--- src/core/iadd_defines.svh ---
// constants for the add-one-to-memory instruction unit
// assumes an 8-bit data memory port and a 16-bit instruction word
//
// Operation
// RULE_01 - read location, add one, deliver sum
// RULE_02 - destination bit zero writes working register
// RULE_03 - destination bit one writes location back
// RULE_04 - access bit clear, extended, f<=95: indexed
// RULE_05 - update carry, half, negative, overflow, zero flags
`ifndef IADD_DEFINES_SVH
`define IADD_DEFINES_SVH

`define IADD_OPCODE        6'h0a
`define IADD_OPC_HI        15
`define IADD_OPC_LO        10
`define IADD_DEST_BIT      9
`define IADD_ACC_BIT       8
`define IADD_INDEX_LIMIT   8'h5f
`define IADD_W_RST         8'h00
`define IADD_FLAG_RST      5'h00
`define IADD_FLAG_C        0
`define IADD_FLAG_HALF     1
`define IADD_FLAG_Z        2
`define IADD_FLAG_OVF      3
`define IADD_FLAG_N        4
`define IADD_ACCESS_SPLIT  8'h60

`endif

--- src/core/iadd_pkg.sv ---
// types for the add-one-to-memory instruction unit
// assumes nothing of its surroundings
package iadd_pkg;
  typedef enum logic [3:0] {
    ST_IDLE  = 4'b0001,
    ST_READ  = 4'b0010,
    ST_CALC  = 4'b0100,
    ST_WRITE = 4'b1000
  } iadd_state_t;
endpackage

--- src/core/iadd_alu.sv ---
// incrementer with status flag generation
// assumes an 8-bit operand, purely combinational
`timescale 1ns/1ps
`default_nettype none
`include "iadd_defines.svh"
module iadd_alu (
  input  wire logic [7:0] opnd,
  output logic      [7:0] sum,
  output logic      [4:0] flags
);
  wire [8:0] full = {1'b0, opnd} + 9'h001;   // RULE_01
  wire [4:0] low  = {1'b0, opnd[3:0]} + 5'h01;
  assign sum = full[7:0];
  // adding +1 can only overflow from 7fh
  assign flags[`IADD_FLAG_C]  = full[8];     // RULE_05
  assign flags[`IADD_FLAG_HALF] = low[4];    // RULE_05
  assign flags[`IADD_FLAG_Z]  = (full[7:0] == 8'h00); // RULE_05
  assign flags[`IADD_FLAG_OVF] = ~opnd[7] & full[7];  // RULE_05
  assign flags[`IADD_FLAG_N]  = full[7];     // RULE_05
endmodule
`default_nettype wire

--- src/core/iadd_unit.sv ---
// executes the add-one-to-memory instruction over a data memory port
// assumes memory read data arrive the cycle after MEM_RD
//
// The implementer's own choices: the register addresses and strobed register access.
`timescale 1ns/1ps
`default_nettype none
`include "iadd_defines.svh"
module iadd_unit (
  input  wire logic        MCLK,
  input  wire logic        RESET,
  input  wire logic        START,
  input  wire logic [15:0] INSTR,
  input  wire logic        EXT_EN,
  input  wire logic [7:0]  BANK,
  input  wire logic [11:0] INDEX_BASE,
  input  wire logic [7:0]  MEM_RDATA,
  output logic      [11:0] MEM_ADDR,
  output logic             MEM_RD,
  output logic             MEM_WR,
  output logic      [7:0]  MEM_WDATA,
  output logic      [7:0]  WREG,
  output logic      [4:0]  STATUS,
  output logic             DONE,
  output logic             ILLEGAL
);
  ////////////////////////////////////////////////////////////////////////
  iadd_pkg::iadd_state_t state_ff, nxt_state;
  logic [11:0] addr_ff;
  logic        dest_ff;
  logic [7:0]  opnd_ff;
  logic [7:0]  sum;
  logic [4:0]  flags;

  wire [7:0] f_fld     = INSTR[7:0];
  wire       acc_clear = ~INSTR[`IADD_ACC_BIT];
  wire       is_op     = INSTR[`IADD_OPC_HI:`IADD_OPC_LO] == `IADD_OPCODE;
  wire       indexed   = acc_clear & EXT_EN & (f_fld <= `IADD_INDEX_LIMIT); // RULE_04
  // access bank split at 60h when not indexed
  wire [11:0] acc_addr  = (f_fld < `IADD_ACCESS_SPLIT) ? {4'h0, f_fld} : {4'hf, f_fld};
  wire [11:0] idx_addr  = INDEX_BASE + {4'h0, f_fld};                     // RULE_04
  wire [11:0] bank_addr = {BANK[3:0], f_fld};
  wire [11:0] eff_addr  = indexed ? idx_addr : (acc_clear ? acc_addr : bank_addr);

  iadd_alu u_alu (
    .opnd  (opnd_ff),
    .sum   (sum),
    .flags (flags)
  );

  ////////////////////////////////////////////////////////////////////////
  always_comb begin
    nxt_state = state_ff;
    unique case (state_ff)
      iadd_pkg::ST_IDLE:  if (START && is_op) nxt_state = iadd_pkg::ST_READ;
      iadd_pkg::ST_READ:  nxt_state = iadd_pkg::ST_CALC;
      iadd_pkg::ST_CALC:  nxt_state = iadd_pkg::ST_WRITE;
      iadd_pkg::ST_WRITE: nxt_state = iadd_pkg::ST_IDLE;
      default:            nxt_state = iadd_pkg::ST_IDLE;
    endcase
  end

  always_ff @(posedge MCLK) begin
    if (RESET) begin
      state_ff  <= iadd_pkg::ST_IDLE;
      addr_ff   <= 12'h000;
      dest_ff   <= 1'b1;
      opnd_ff   <= 8'h00;
      MEM_ADDR  <= 12'h000;
      MEM_RD    <= 1'b0;
      MEM_WR    <= 1'b0;
      MEM_WDATA <= 8'h00;
      WREG      <= `IADD_W_RST;
      STATUS    <= `IADD_FLAG_RST;
      DONE      <= 1'b0;
      ILLEGAL   <= 1'b0;
    end else begin
      state_ff <= nxt_state;
      MEM_RD   <= 1'b0;
      MEM_WR   <= 1'b0;
      DONE     <= 1'b0;
      ILLEGAL  <= START & ~is_op & (state_ff == iadd_pkg::ST_IDLE);
      if (state_ff == iadd_pkg::ST_IDLE && START && is_op) begin
        addr_ff  <= eff_addr;
        dest_ff  <= INSTR[`IADD_DEST_BIT];
        MEM_ADDR <= eff_addr;
        MEM_RD   <= 1'b1;                          // RULE_01
      end
      // read data valid only the cycle after MEM_RD
      if (state_ff == iadd_pkg::ST_CALC) begin
        opnd_ff <= MEM_RDATA;
      end
      if (state_ff == iadd_pkg::ST_WRITE) begin
        STATUS <= flags;                           // RULE_05
        DONE   <= 1'b1;
        if (dest_ff) begin
          MEM_ADDR  <= addr_ff;                    // RULE_03
          MEM_WDATA <= sum;                        // RULE_03
          MEM_WR    <= 1'b1;                       // RULE_03
        end else begin
          WREG <= sum;                             // RULE_02
        end
      end
    end
  end
endmodule
`default_nettype wire

--- config.mk ---
export PLATFORM = sky130hd
export DESIGN_NAME = iadd_unit
export DESIGN_NICKNAME = d
export VERILOG_FILES = /design/src/core/iadd_pkg.sv /design/src/core/iadd_alu.sv /design/src/core/iadd_unit.sv
export VERILOG_INCLUDE_DIRS = /design/src /design/src/core
export SDC_FILE = /design/constraint.sdc
export NUM_CORES = 1
export LEC_CHECK = 0
export BUFFER_PORTS_ARGS = -buffer_cell sky130_fd_sc_hd__buf_2
export CAP_MARGIN = 20
export CELL_PAD_IN_SITES_DETAIL_PLACEMENT = 2
export CELL_PAD_IN_SITES_GLOBAL_PLACEMENT = 2
export CORE_ASPECT_RATIO = 0.9
export CORE_UTILIZATION = 27
export CTS_BUF_LIST = sky130_fd_sc_hd__clkbuf_16
export DETAILED_ROUTE_END_ITERATION = 16
export MAX_ROUTING_LAYER = met4
export PLACE_DENSITY_LB_ADDON = 0.1
export SETUP_SLACK_MARGIN = 0.4
export SLEW_MARGIN = 5
export SYNTH_ARGS = -nofsm -noshare
export SYNTH_HDL_FRONTEND = slang
export SYNTH_SLANG_ARGS = --single-unit
--- constraint.sdc ---
create_clock -name MCLK -period 2.05 [get_ports MCLK]
set_clock_uncertainty 0.1 [all_clocks]
set_input_delay 0.205 -clock MCLK [delete_from_list [all_inputs] [get_ports MCLK]]
set_output_delay 0.205 -clock MCLK [all_outputs]
set_load 0.02 [all_outputs]
==> results of run 1 <==
final cells by class:
type,count,area [sq um],share of cell area
multi-input cells,270,2120,0.427
flip-flops and latches,62,1260,0.254
repair buffers,142,1060,0.214
clock buffers,9,225,0.0454
well taps,152,190,0.0383
clock inverters,7,65.1,0.0131
inverters,11,41.3,0.00832
Yosys cell counts, types with 5 or more instances:
master / count / share of area
sky130_fd_sc_hd__a211oi_1: 22 / 0.054
sky130_fd_sc_hd__nor3_1: 7 / 0.011
sky130_fd_sc_hd__and3_1: 5 / 0.010
sky130_fd_sc_hd__o21ai_0: 16 / 0.026
sky130_fd_sc_hd__nand2_1: 41 / 0.050
sky130_fd_sc_hd__a21oi_1: 30 / 0.049
sky130_fd_sc_hd__ha_1: 10 / 0.041
sky130_fd_sc_hd__nand3b_1: 6 / 0.015
sky130_fd_sc_hd__clkbuf_1: 12 / 0.015
sky130_fd_sc_hd__xnor2_1: 7 / 0.020
sky130_fd_sc_hd__nand2b_1: 6 / 0.012
sky130_fd_sc_hd__inv_1: 11 / 0.014
sky130_fd_sc_hd__a21o_1: 5 / 0.012
sky130_fd_sc_hd__nor2_1: 42 / 0.052
sky130_fd_sc_hd__dfxtp_1: 62 / 0.41
power by group through the flow:
stage | Clock, W | Sequential [W] | Combinational, W
3_5_place_dp | 0 | 0.00124 | 0.000305
6_report | 0.00151 | 0.00121 | 0.000378
3_3_place_gp | 0 | 0.00124 | 0.000297
5_1_grt | 0.00158 | 0.00121 | 0.000406
4_1_cts | 0.00153 | 0.00121 | 0.000340
2_1_floorplan | 0 | 0.00124 | 0.000152
sequential cells by signal, summed over array words and instances (netlist names):
| signal | count |
|---|---|
| MEM_ADDR | 12 |
| addr_ff | 12 |
| MEM_WDATA | 8 |
| WREG | 8 |
| opnd_ff | 8 |
| STATUS | 5 |
| state_ff | 4 |
| DONE | 1 |
| ILLEGAL | 1 |
| MEM_RD | 1 |
| MEM_WR | 1 |
| dest_ff | 1 |
tightest hold or removal path, delay by kind of cell:
family,cells,cell delay (ps)
and+or+nand+nor,1,50
AOI/OAI and AO/OA,1,50
buffers and inverters,1,90
how the worst max path moves through the flow:
stage                           start           end  cells past startpoint
final                     state_ff[3]  MEM_ADDR[10]                      6
after detailed placement    INSTR[12]   MEM_ADDR[2]                      5
after CTS                   INSTR[12]  MEM_ADDR[10]                      5
after global routing      state_ff[1]  MEM_ADDR[10]                      7
after global placement      INSTR[12]   MEM_ADDR[0]                      6
after floorplan             INSTR[12]   MEM_ADDR[4]                      6
metrics by stage:
step	setup slack, ps	TNS (ps)	instances	total power (W)
2_1_floorplan	86.5	0	360	0.00139
3_5_place_dp	-178	-2470	612	0.00154
5_1_grt	55.4	0	653	0.00320
3_3_place_gp	-140	-1540	612	0.00154
6_report	108	0	653	0.00310
4_1_cts	168	0	643	0.00308
logic make-up after synthesis:
family | count (synthesis) | synth area share
AO/OA/AOI/OAI | 105 | 0.230
XOR/XNOR | 8 | 0.0229
adder cells (fa/ha/maj) | 11 | 0.0475
buffers and inverters | 28 | 0.0381
flip-flops | 62 | 0.406
multiplexers | 3 | 0.00982
AND/OR/NAND/NOR | 143 | 0.245
metal layers:
| layer | part of all wire | routed length (um) | global-route usage |
|---|---|---|---|
| met1 | 0.47 | 5930 | 0.277 |
| met5 | 0 | 0 | - |
| met2 | 0.48 | 6050 | 0.358 |
| met3 | 0.035 | 442 | 0.0400 |
| met4 | 0.011 | 140 | 0.0539 |
repair_timing:
action | 4_1_cts | 5_1_grt
resized for setup | 59 | 53
pin swaps | 19 | 21
gates cloned | 3 | 0
buffers inserted | 12 | 10
hold endpoints to repair | 0 | 0
setup endpoints to repair | 40 | 50
==> impl_summary.md, run 1 <==
Power
Of the total power, the clock network draws 0.488. The share of power burned in combinational logic is 0.122. The register share of total power is 0.390. The largest voltage drop on the vdd net is 351 uV.

In this run the power spent charging and discharging nets is approximately 0.0008 W. The switching power share of the total is 0.257. The power density over the cells is about 630 mW/mm^2.

The total leakage power is about 2 nW. The internal power is 0.00230 W.

Global routing
Entering global routing, the biggest net connects 42 pins. The initial antenna violation count is 0. The number of global-route vias before repair is 3467. The first global-routing pass estimated between 15000 and 20000 um of wire. The overall track demand over capacity in global routing is 0.218.

The final global-route overflow total is 0.

Timing
The final-report hold violation count is 0. The final hold slack is ~10 ps. Of the available clock period, the critical path in the final layout requires 0.947. The maximum achievable frequency is slightly above 500 MHz.

The number of pins exceeding their max-slew limit in the final report came to 0. Setup repair after global routing could not meet its margin everywhere. In this run the tightest slew margin relative to its limit is 0.588. For the pin with the worst max-slew slack, the measured transition is approximately 620 ps.

The worst path needs 1940 ps of the cycle, external delays included. Setup violations remaining at the end of the flow were counted as 0.

Min path
The class of the most critical hold timing path is primary input to flip-flop. Counting instances, the worst hold path has a depth of 3. The hold path startpoint is MEM_RDATA[0]. The worst hold path terminates at opnd_ff[0].

Critical path
The signal on the critical path passes through nor4b_4 > nand2_1 > buf_4 > nor2_1 > or3_1 > o21ai_2. The worst register-to-register path begins at state_ff[3]. The register-to-register path setup slack is ~110 ps. The largest incremental delay on the critical path is 460 ps. For this design, the slowest cell found on the critical path is sky130_fd_sc_hd__dfxtp_2.

The depth of the worst register-to-register path is 6. The largest fanout on the critical path is 10. The nature of the critical path startpoint is a flip-flop. The endpoint class of the critical path is a flip-flop.

The endpoint required time on the critical path is between 2000 and 2500 ps. Together, buffers and inverters on the worst path number 1. At the worst endpoint, the arrival time is 2060 ps.

The critical path in this run is classified as flip-flop to flip-flop. The endpoint identified for the worst register-to-register timing path is MEM_ADDR[10]. The kind of cell with the highest combined delay on the critical path is simple AND/OR/NAND/NOR gates.

Run status
The flow ran to the end, and the final reports show no timing, DRC or antenna violations.

Die
After floorplanning, the core was sized to cover between 0.01 and 0.015 sq mm. The floorplan die width is around 110 um. The floorplan has 36 rows. In this run the vertical extent of the chip is just over 100 um. For this configuration, the core starts out at a cell density of 0.280. The die covers between 0.01 and 0.015 sq mm. For this design the top-level I/O count stands at 85.

Route
The final wirelength is 12600 um. The per-cell via count in the routed design is just over 5. The total DRC errors in the routed layout is 0.

The overall via count from detail_route is about 3300. In the final routed layout, each cell accounts on average for just under 20 um. In this run, the number of DRC markers left after iteration 0 of detailed routing was 68. The remaining antenna violation count is 0. The number of iterations in the first detailed-routing pass is 4.

Logic synthesis
The count of cell types in the netlist is 60. The synthesized design contains just over 60 register bits. The mean post-synth cell area is around 8.5 sq um. The share of flip-flops with an asynchronous set or reset after synthesis is 0. The post-synth design cell area is 0.00306 sq mm. The post-synthesis cell count is 360.

The sequential cell area fraction in the yosys report is 0.406. Counting every net in the synthesized netlist gives 419. Yosys mapped a number of flops with a built-in enable equal to 0. The number of warnings issued by yosys is 0. For this run, the leading register cell type out of synthesis is sky130_fd_sc_hd__dfxtp_1.

Placed design
The placed instances occupy a cell area of ~0.0039 sq mm. In this run the tool buffered the top-level ports with 80 buffer cells. The congestion estimate from routability-driven global placement came to 0.800. Detailed placement finished with a half-perimeter wire length of ~8100 um.

Layout
The library cell used most frequently in the layout, excluding fill and tap cells, is sky130_fd_sc_hd__buf_2. The final core utilization is 0.455. The library cells used most frequently in the layout, excluding fill and tap cells, are 77 x sky130_fd_sc_hd__buf_2, 53 x sky130_fd_sc_hd__dfxtp_1, 40 x sky130_fd_sc_hd__buf_4. Summing all non-filler instances in the final layout gives an area of 0.00496 sq mm. The number of filler instances in the final layout is around 1200. The number of nets in the finished design is about 560. The share of final-layout standard cells stronger than drive strength 1 is 0.479.

The number of antenna diodes in the final layout is 0. Relative to the synthesized area, the layout overhead comes to 62.3%.

CTS
The H-tree was split into 3 levels. The number of clock buffers added by TritonCTS is 9. The clock tree from TritonCTS is built. The number of clock sinks seen by CTS is just over 60. The clock latency reported for the late side of the worst-skew pair is roughly 330 ps. After clock tree synthesis, the clock-pin slew on the worst setup and hold paths is roughly 60 ps. In this run the clock root is driven by a sky130_fd_sc_hd__clkbuf_16.

After clock tree synthesis, the flow added hold-fix buffers numbering 0. The maximum buffer depth of the clock tree is 2.

Job
The number of max-capacitance violations reported is 0.
(Power assumes the default switching activity.)
==> inputs of run 2 (changes only) <==
--- a/config.mk
+++ b/config.mk
@@ -14,6 +14,7 @@
 export CORE_UTILIZATION = 27
 export CTS_BUF_LIST = sky130_fd_sc_hd__clkbuf_16
 export DETAILED_ROUTE_END_ITERATION = 16
+export HOLD_SLACK_MARGIN = 0.12
 export MAX_ROUTING_LAYER = met4
 export PLACE_DENSITY_LB_ADDON = 0.1
 export SETUP_SLACK_MARGIN = 0.4
==> run 2 against run 1 <==
Flip-flop and latch count did not move. Utilization rose by 0.85 points. Routed wire length is 4.1% higher. Global-route usage increased by 0.081 points. Die area is the same. First-iteration DRC count is 29% higher.
==> impl_summary.md, run 2 (synthesis gave the netlist of run 1 again) <==
Run status
The flow ran to the end, and the final reports show no timing, DRC or antenna violations.

Critical path
The depth of the worst register-to-register path is 6. The nature of the critical path startpoint is a flip-flop. At the worst endpoint, the arrival time is a little over 2000 ps. The type of the worst setup path is flip-flop to flip-flop. The largest single stage delay on the critical path is about 510 ps. The critical path goes through nand4bb_4 > buf_6 > or4_4 > a211oi_4 > a211o_1 > a21oi_1. STA puts the critical path data required time at between 2000 and 2500 ps. In this run the worst path has a maximum fanout of 6. Among all stages on the critical path, the largest delay is contributed by sky130_fd_sc_hd__or4_4. STA classifies the critical path endpoint as a flip-flop.

Layout
The number of antenna diodes in the final layout is 0. Measured on the finished design, the core utilization comes to 0.463. In the final layout, the share of cells above drive strength 1 is 0.471.

The post-route cell area is 0.00505 sq mm. The number of nets in the finished design is approximately 560. Compared with the post-synthesis result, the final layout area differs by 65.3%. The most common library cell in the layout ignoring fill and taps is sky130_fd_sc_hd__buf_2. Leaving out fill and tap cells, the most frequent cells in the layout are 77 x sky130_fd_sc_hd__buf_2, 53 x sky130_fd_sc_hd__dfxtp_1, 40 x sky130_fd_sc_hd__buf_4. In the final layout, the registers with the most flip-flops are MEM_ADDR x12, addr_ff x12.

Die
The die covers around 0.012 sq mm. From bottom edge to top edge, the die measures 103 um. In this run the standard cell core region covers 0.0109 sq mm. The starting density of the core is 0.280.

The number of standard-cell rows in the floorplan is 36. between 80 and 90 I/O pins were placed. The floorplan die width is ~110 um.

CTS
The clock tree from TritonCTS is built. The clock passes through at most 2 buffers. The clock input transition at the sequential cells of the worst setup and hold paths is 50 ps.

For the worst-skew pair, the clock arrives at the later sink with an insertion delay of about 330 ps. The number of clock sinks seen by CTS is 62. The cell chosen for the clock root is sky130_fd_sc_hd__clkbuf_16. The number of buffers added by the clock tree synthesis step is 9.

The clock tree synthesis step divided the H-tree into 3 levels.

Route
The remaining antenna violation count is 0. The overall via count from detail_route is about 3400. The total DRC errors in the routed layout is 0. The first detailed-routing pass took 4 iterations.

After detailed routing, the number of vias per cell comes to between 5 and 6. Dividing the detail-routed wire length by the instance count gives around 20 um. The detailed router finished its first iteration with around 90 violations.

The final wirelength is roughly 13000 um.

Placed design
The placer's final routability congestion estimate is between 0.7 and 0.8. The post-place instance area is 0.00390 sq mm. The number of buffer cells added on primary ports is 80. Before CTS, the worst setup slack after placement is -178 ps. Once detailed placement completed, the half-perimeter wirelength came to slightly above 8000 um.

Global routing
The first global-routing pass estimated 18900 um of wire. Entering global routing, the biggest net connects 42 pins. The overall track demand over capacity in global routing is 0.219.

The total overflow left after global routing is 0. The initial antenna violation count is 0. The number of global-route vias before repair is between 3000 and 4000.

Timing
The final clock period utilization by the worst path is 0.951. The worst relative slew slack is 0.580. The smallest setup slack after layout is just over 100 ps.

Setup repair after global routing could not meet its margin everywhere. The number of pins exceeding their max-slew limit in the final report is 0. The count of final setup violators is 0. Static timing analysis puts the maximum clock frequency at 513 MHz. The final-report hold violation count is 0.

The smallest clock period supported by the final layout is computed as 1950 ps. The pin slew with the least headroom to its limit is 628 ps.

Power
For this design the ratio of total power to cell area is roughly 620 mW/mm^2. Overall power consumption after layout is estimated at 0.00311 W. The largest voltage drop on the vdd net is 297 uV.

The total leakage power is between 2 and 2.5 nW.

Min path
The path class of the tightest hold or removal check is primary input to flip-flop. Along the worst hold path, the cell count comes to 4.

Job
Max-cap violations in this run came to 0.
## run 2: cell count changes in the layout (fill, tap and decap cells not counted)
cell	delta
sky130_fd_sc_hd__dfxtp_2	-1
sky130_fd_sc_hd__dfxtp_4	+1
sky130_fd_sc_hd__dlygate4sd3_1	+9
## run 2: where the power goes
part	internal, W	switching (W)	leakage, nW
logic	0.000176	0.000216	1.39
registers	0.00121	0.00000270	0.504
clock network	0.000931	0.000580	0.141
total	0.00231	0.000798	2.03
## run 2: routing by layer
| metal | GRT usage | wire, um | vias to the layer above | share of wire |
|---|---|---|---|---|
| met3 | 0.0435 | 393 | 14 | 0.030 |
| met5 | - | 0 | - | 0 |
| met2 | 0.354 | 6340 | 72 | 0.48 |
| met1 | 0.279 | 6230 | 1711 | 0.48 |
| li1 | - | - | 1604 | - |
| met4 | 0.0579 | 110 | 0 | 0.0084 |
## run 2: worst max-delay path, delay by kind of cell (launching register included)
| kind | cells | cell delay, ps |
|---|---|---|
| and+or+nand+nor | 2 | 780 |
| AOI/OAI and AO/OA | 3 | 450 |
| DFF | 1 | 340 |
| buffers and inverters | 1 | 160 |
## run 2: area by class of cell
cell class / instances / area, sq um
repair buffers: 151 / 1150
fillers: 1190 / 5850
well taps: 152 / 190
multi-input cells: 270 / 2120
clock inverters: 7 / 65.1
flip-flops and latches: 62 / 1260
clock buffers: 9 / 225
inverters: 11 / 41.3
## run 2: path summary, 6_finish.rpt
kind	end	startpoint	slack [ps]
max reg2reg	MEM_ADDR[0]	state_ff[2]	100
min	addr_ff[0]	INSTR[0]	200
min reg2reg	MEM_ADDR[7]	addr_ff[7]	360
max	MEM_ADDR[0]	state_ff[2]	100
## run 2: per-stage QoR
stage | hold slack (ps) | TNS (ps) | instances
6_report | 197 | 0 | 662
3_3_place_gp | 336 | -1540 | 612
4_1_cts | 183 | 0 | 652
5_1_grt | 216 | 0 | 662
3_5_place_dp | 348 | -2470 | 612
2_1_floorplan | 223 | 0 | 360
## run 2: timing repair
item | in CTS | in global routing
hold buffers | 9 | 0
gates resized for setup | 59 | 54
pin swaps | 19 | 21
setup buffers | 12 | 10
endpoints found under the hold margin | 9 | 0
gates cloned | 3 | 0
setup endpoints to repair | 40 | 50
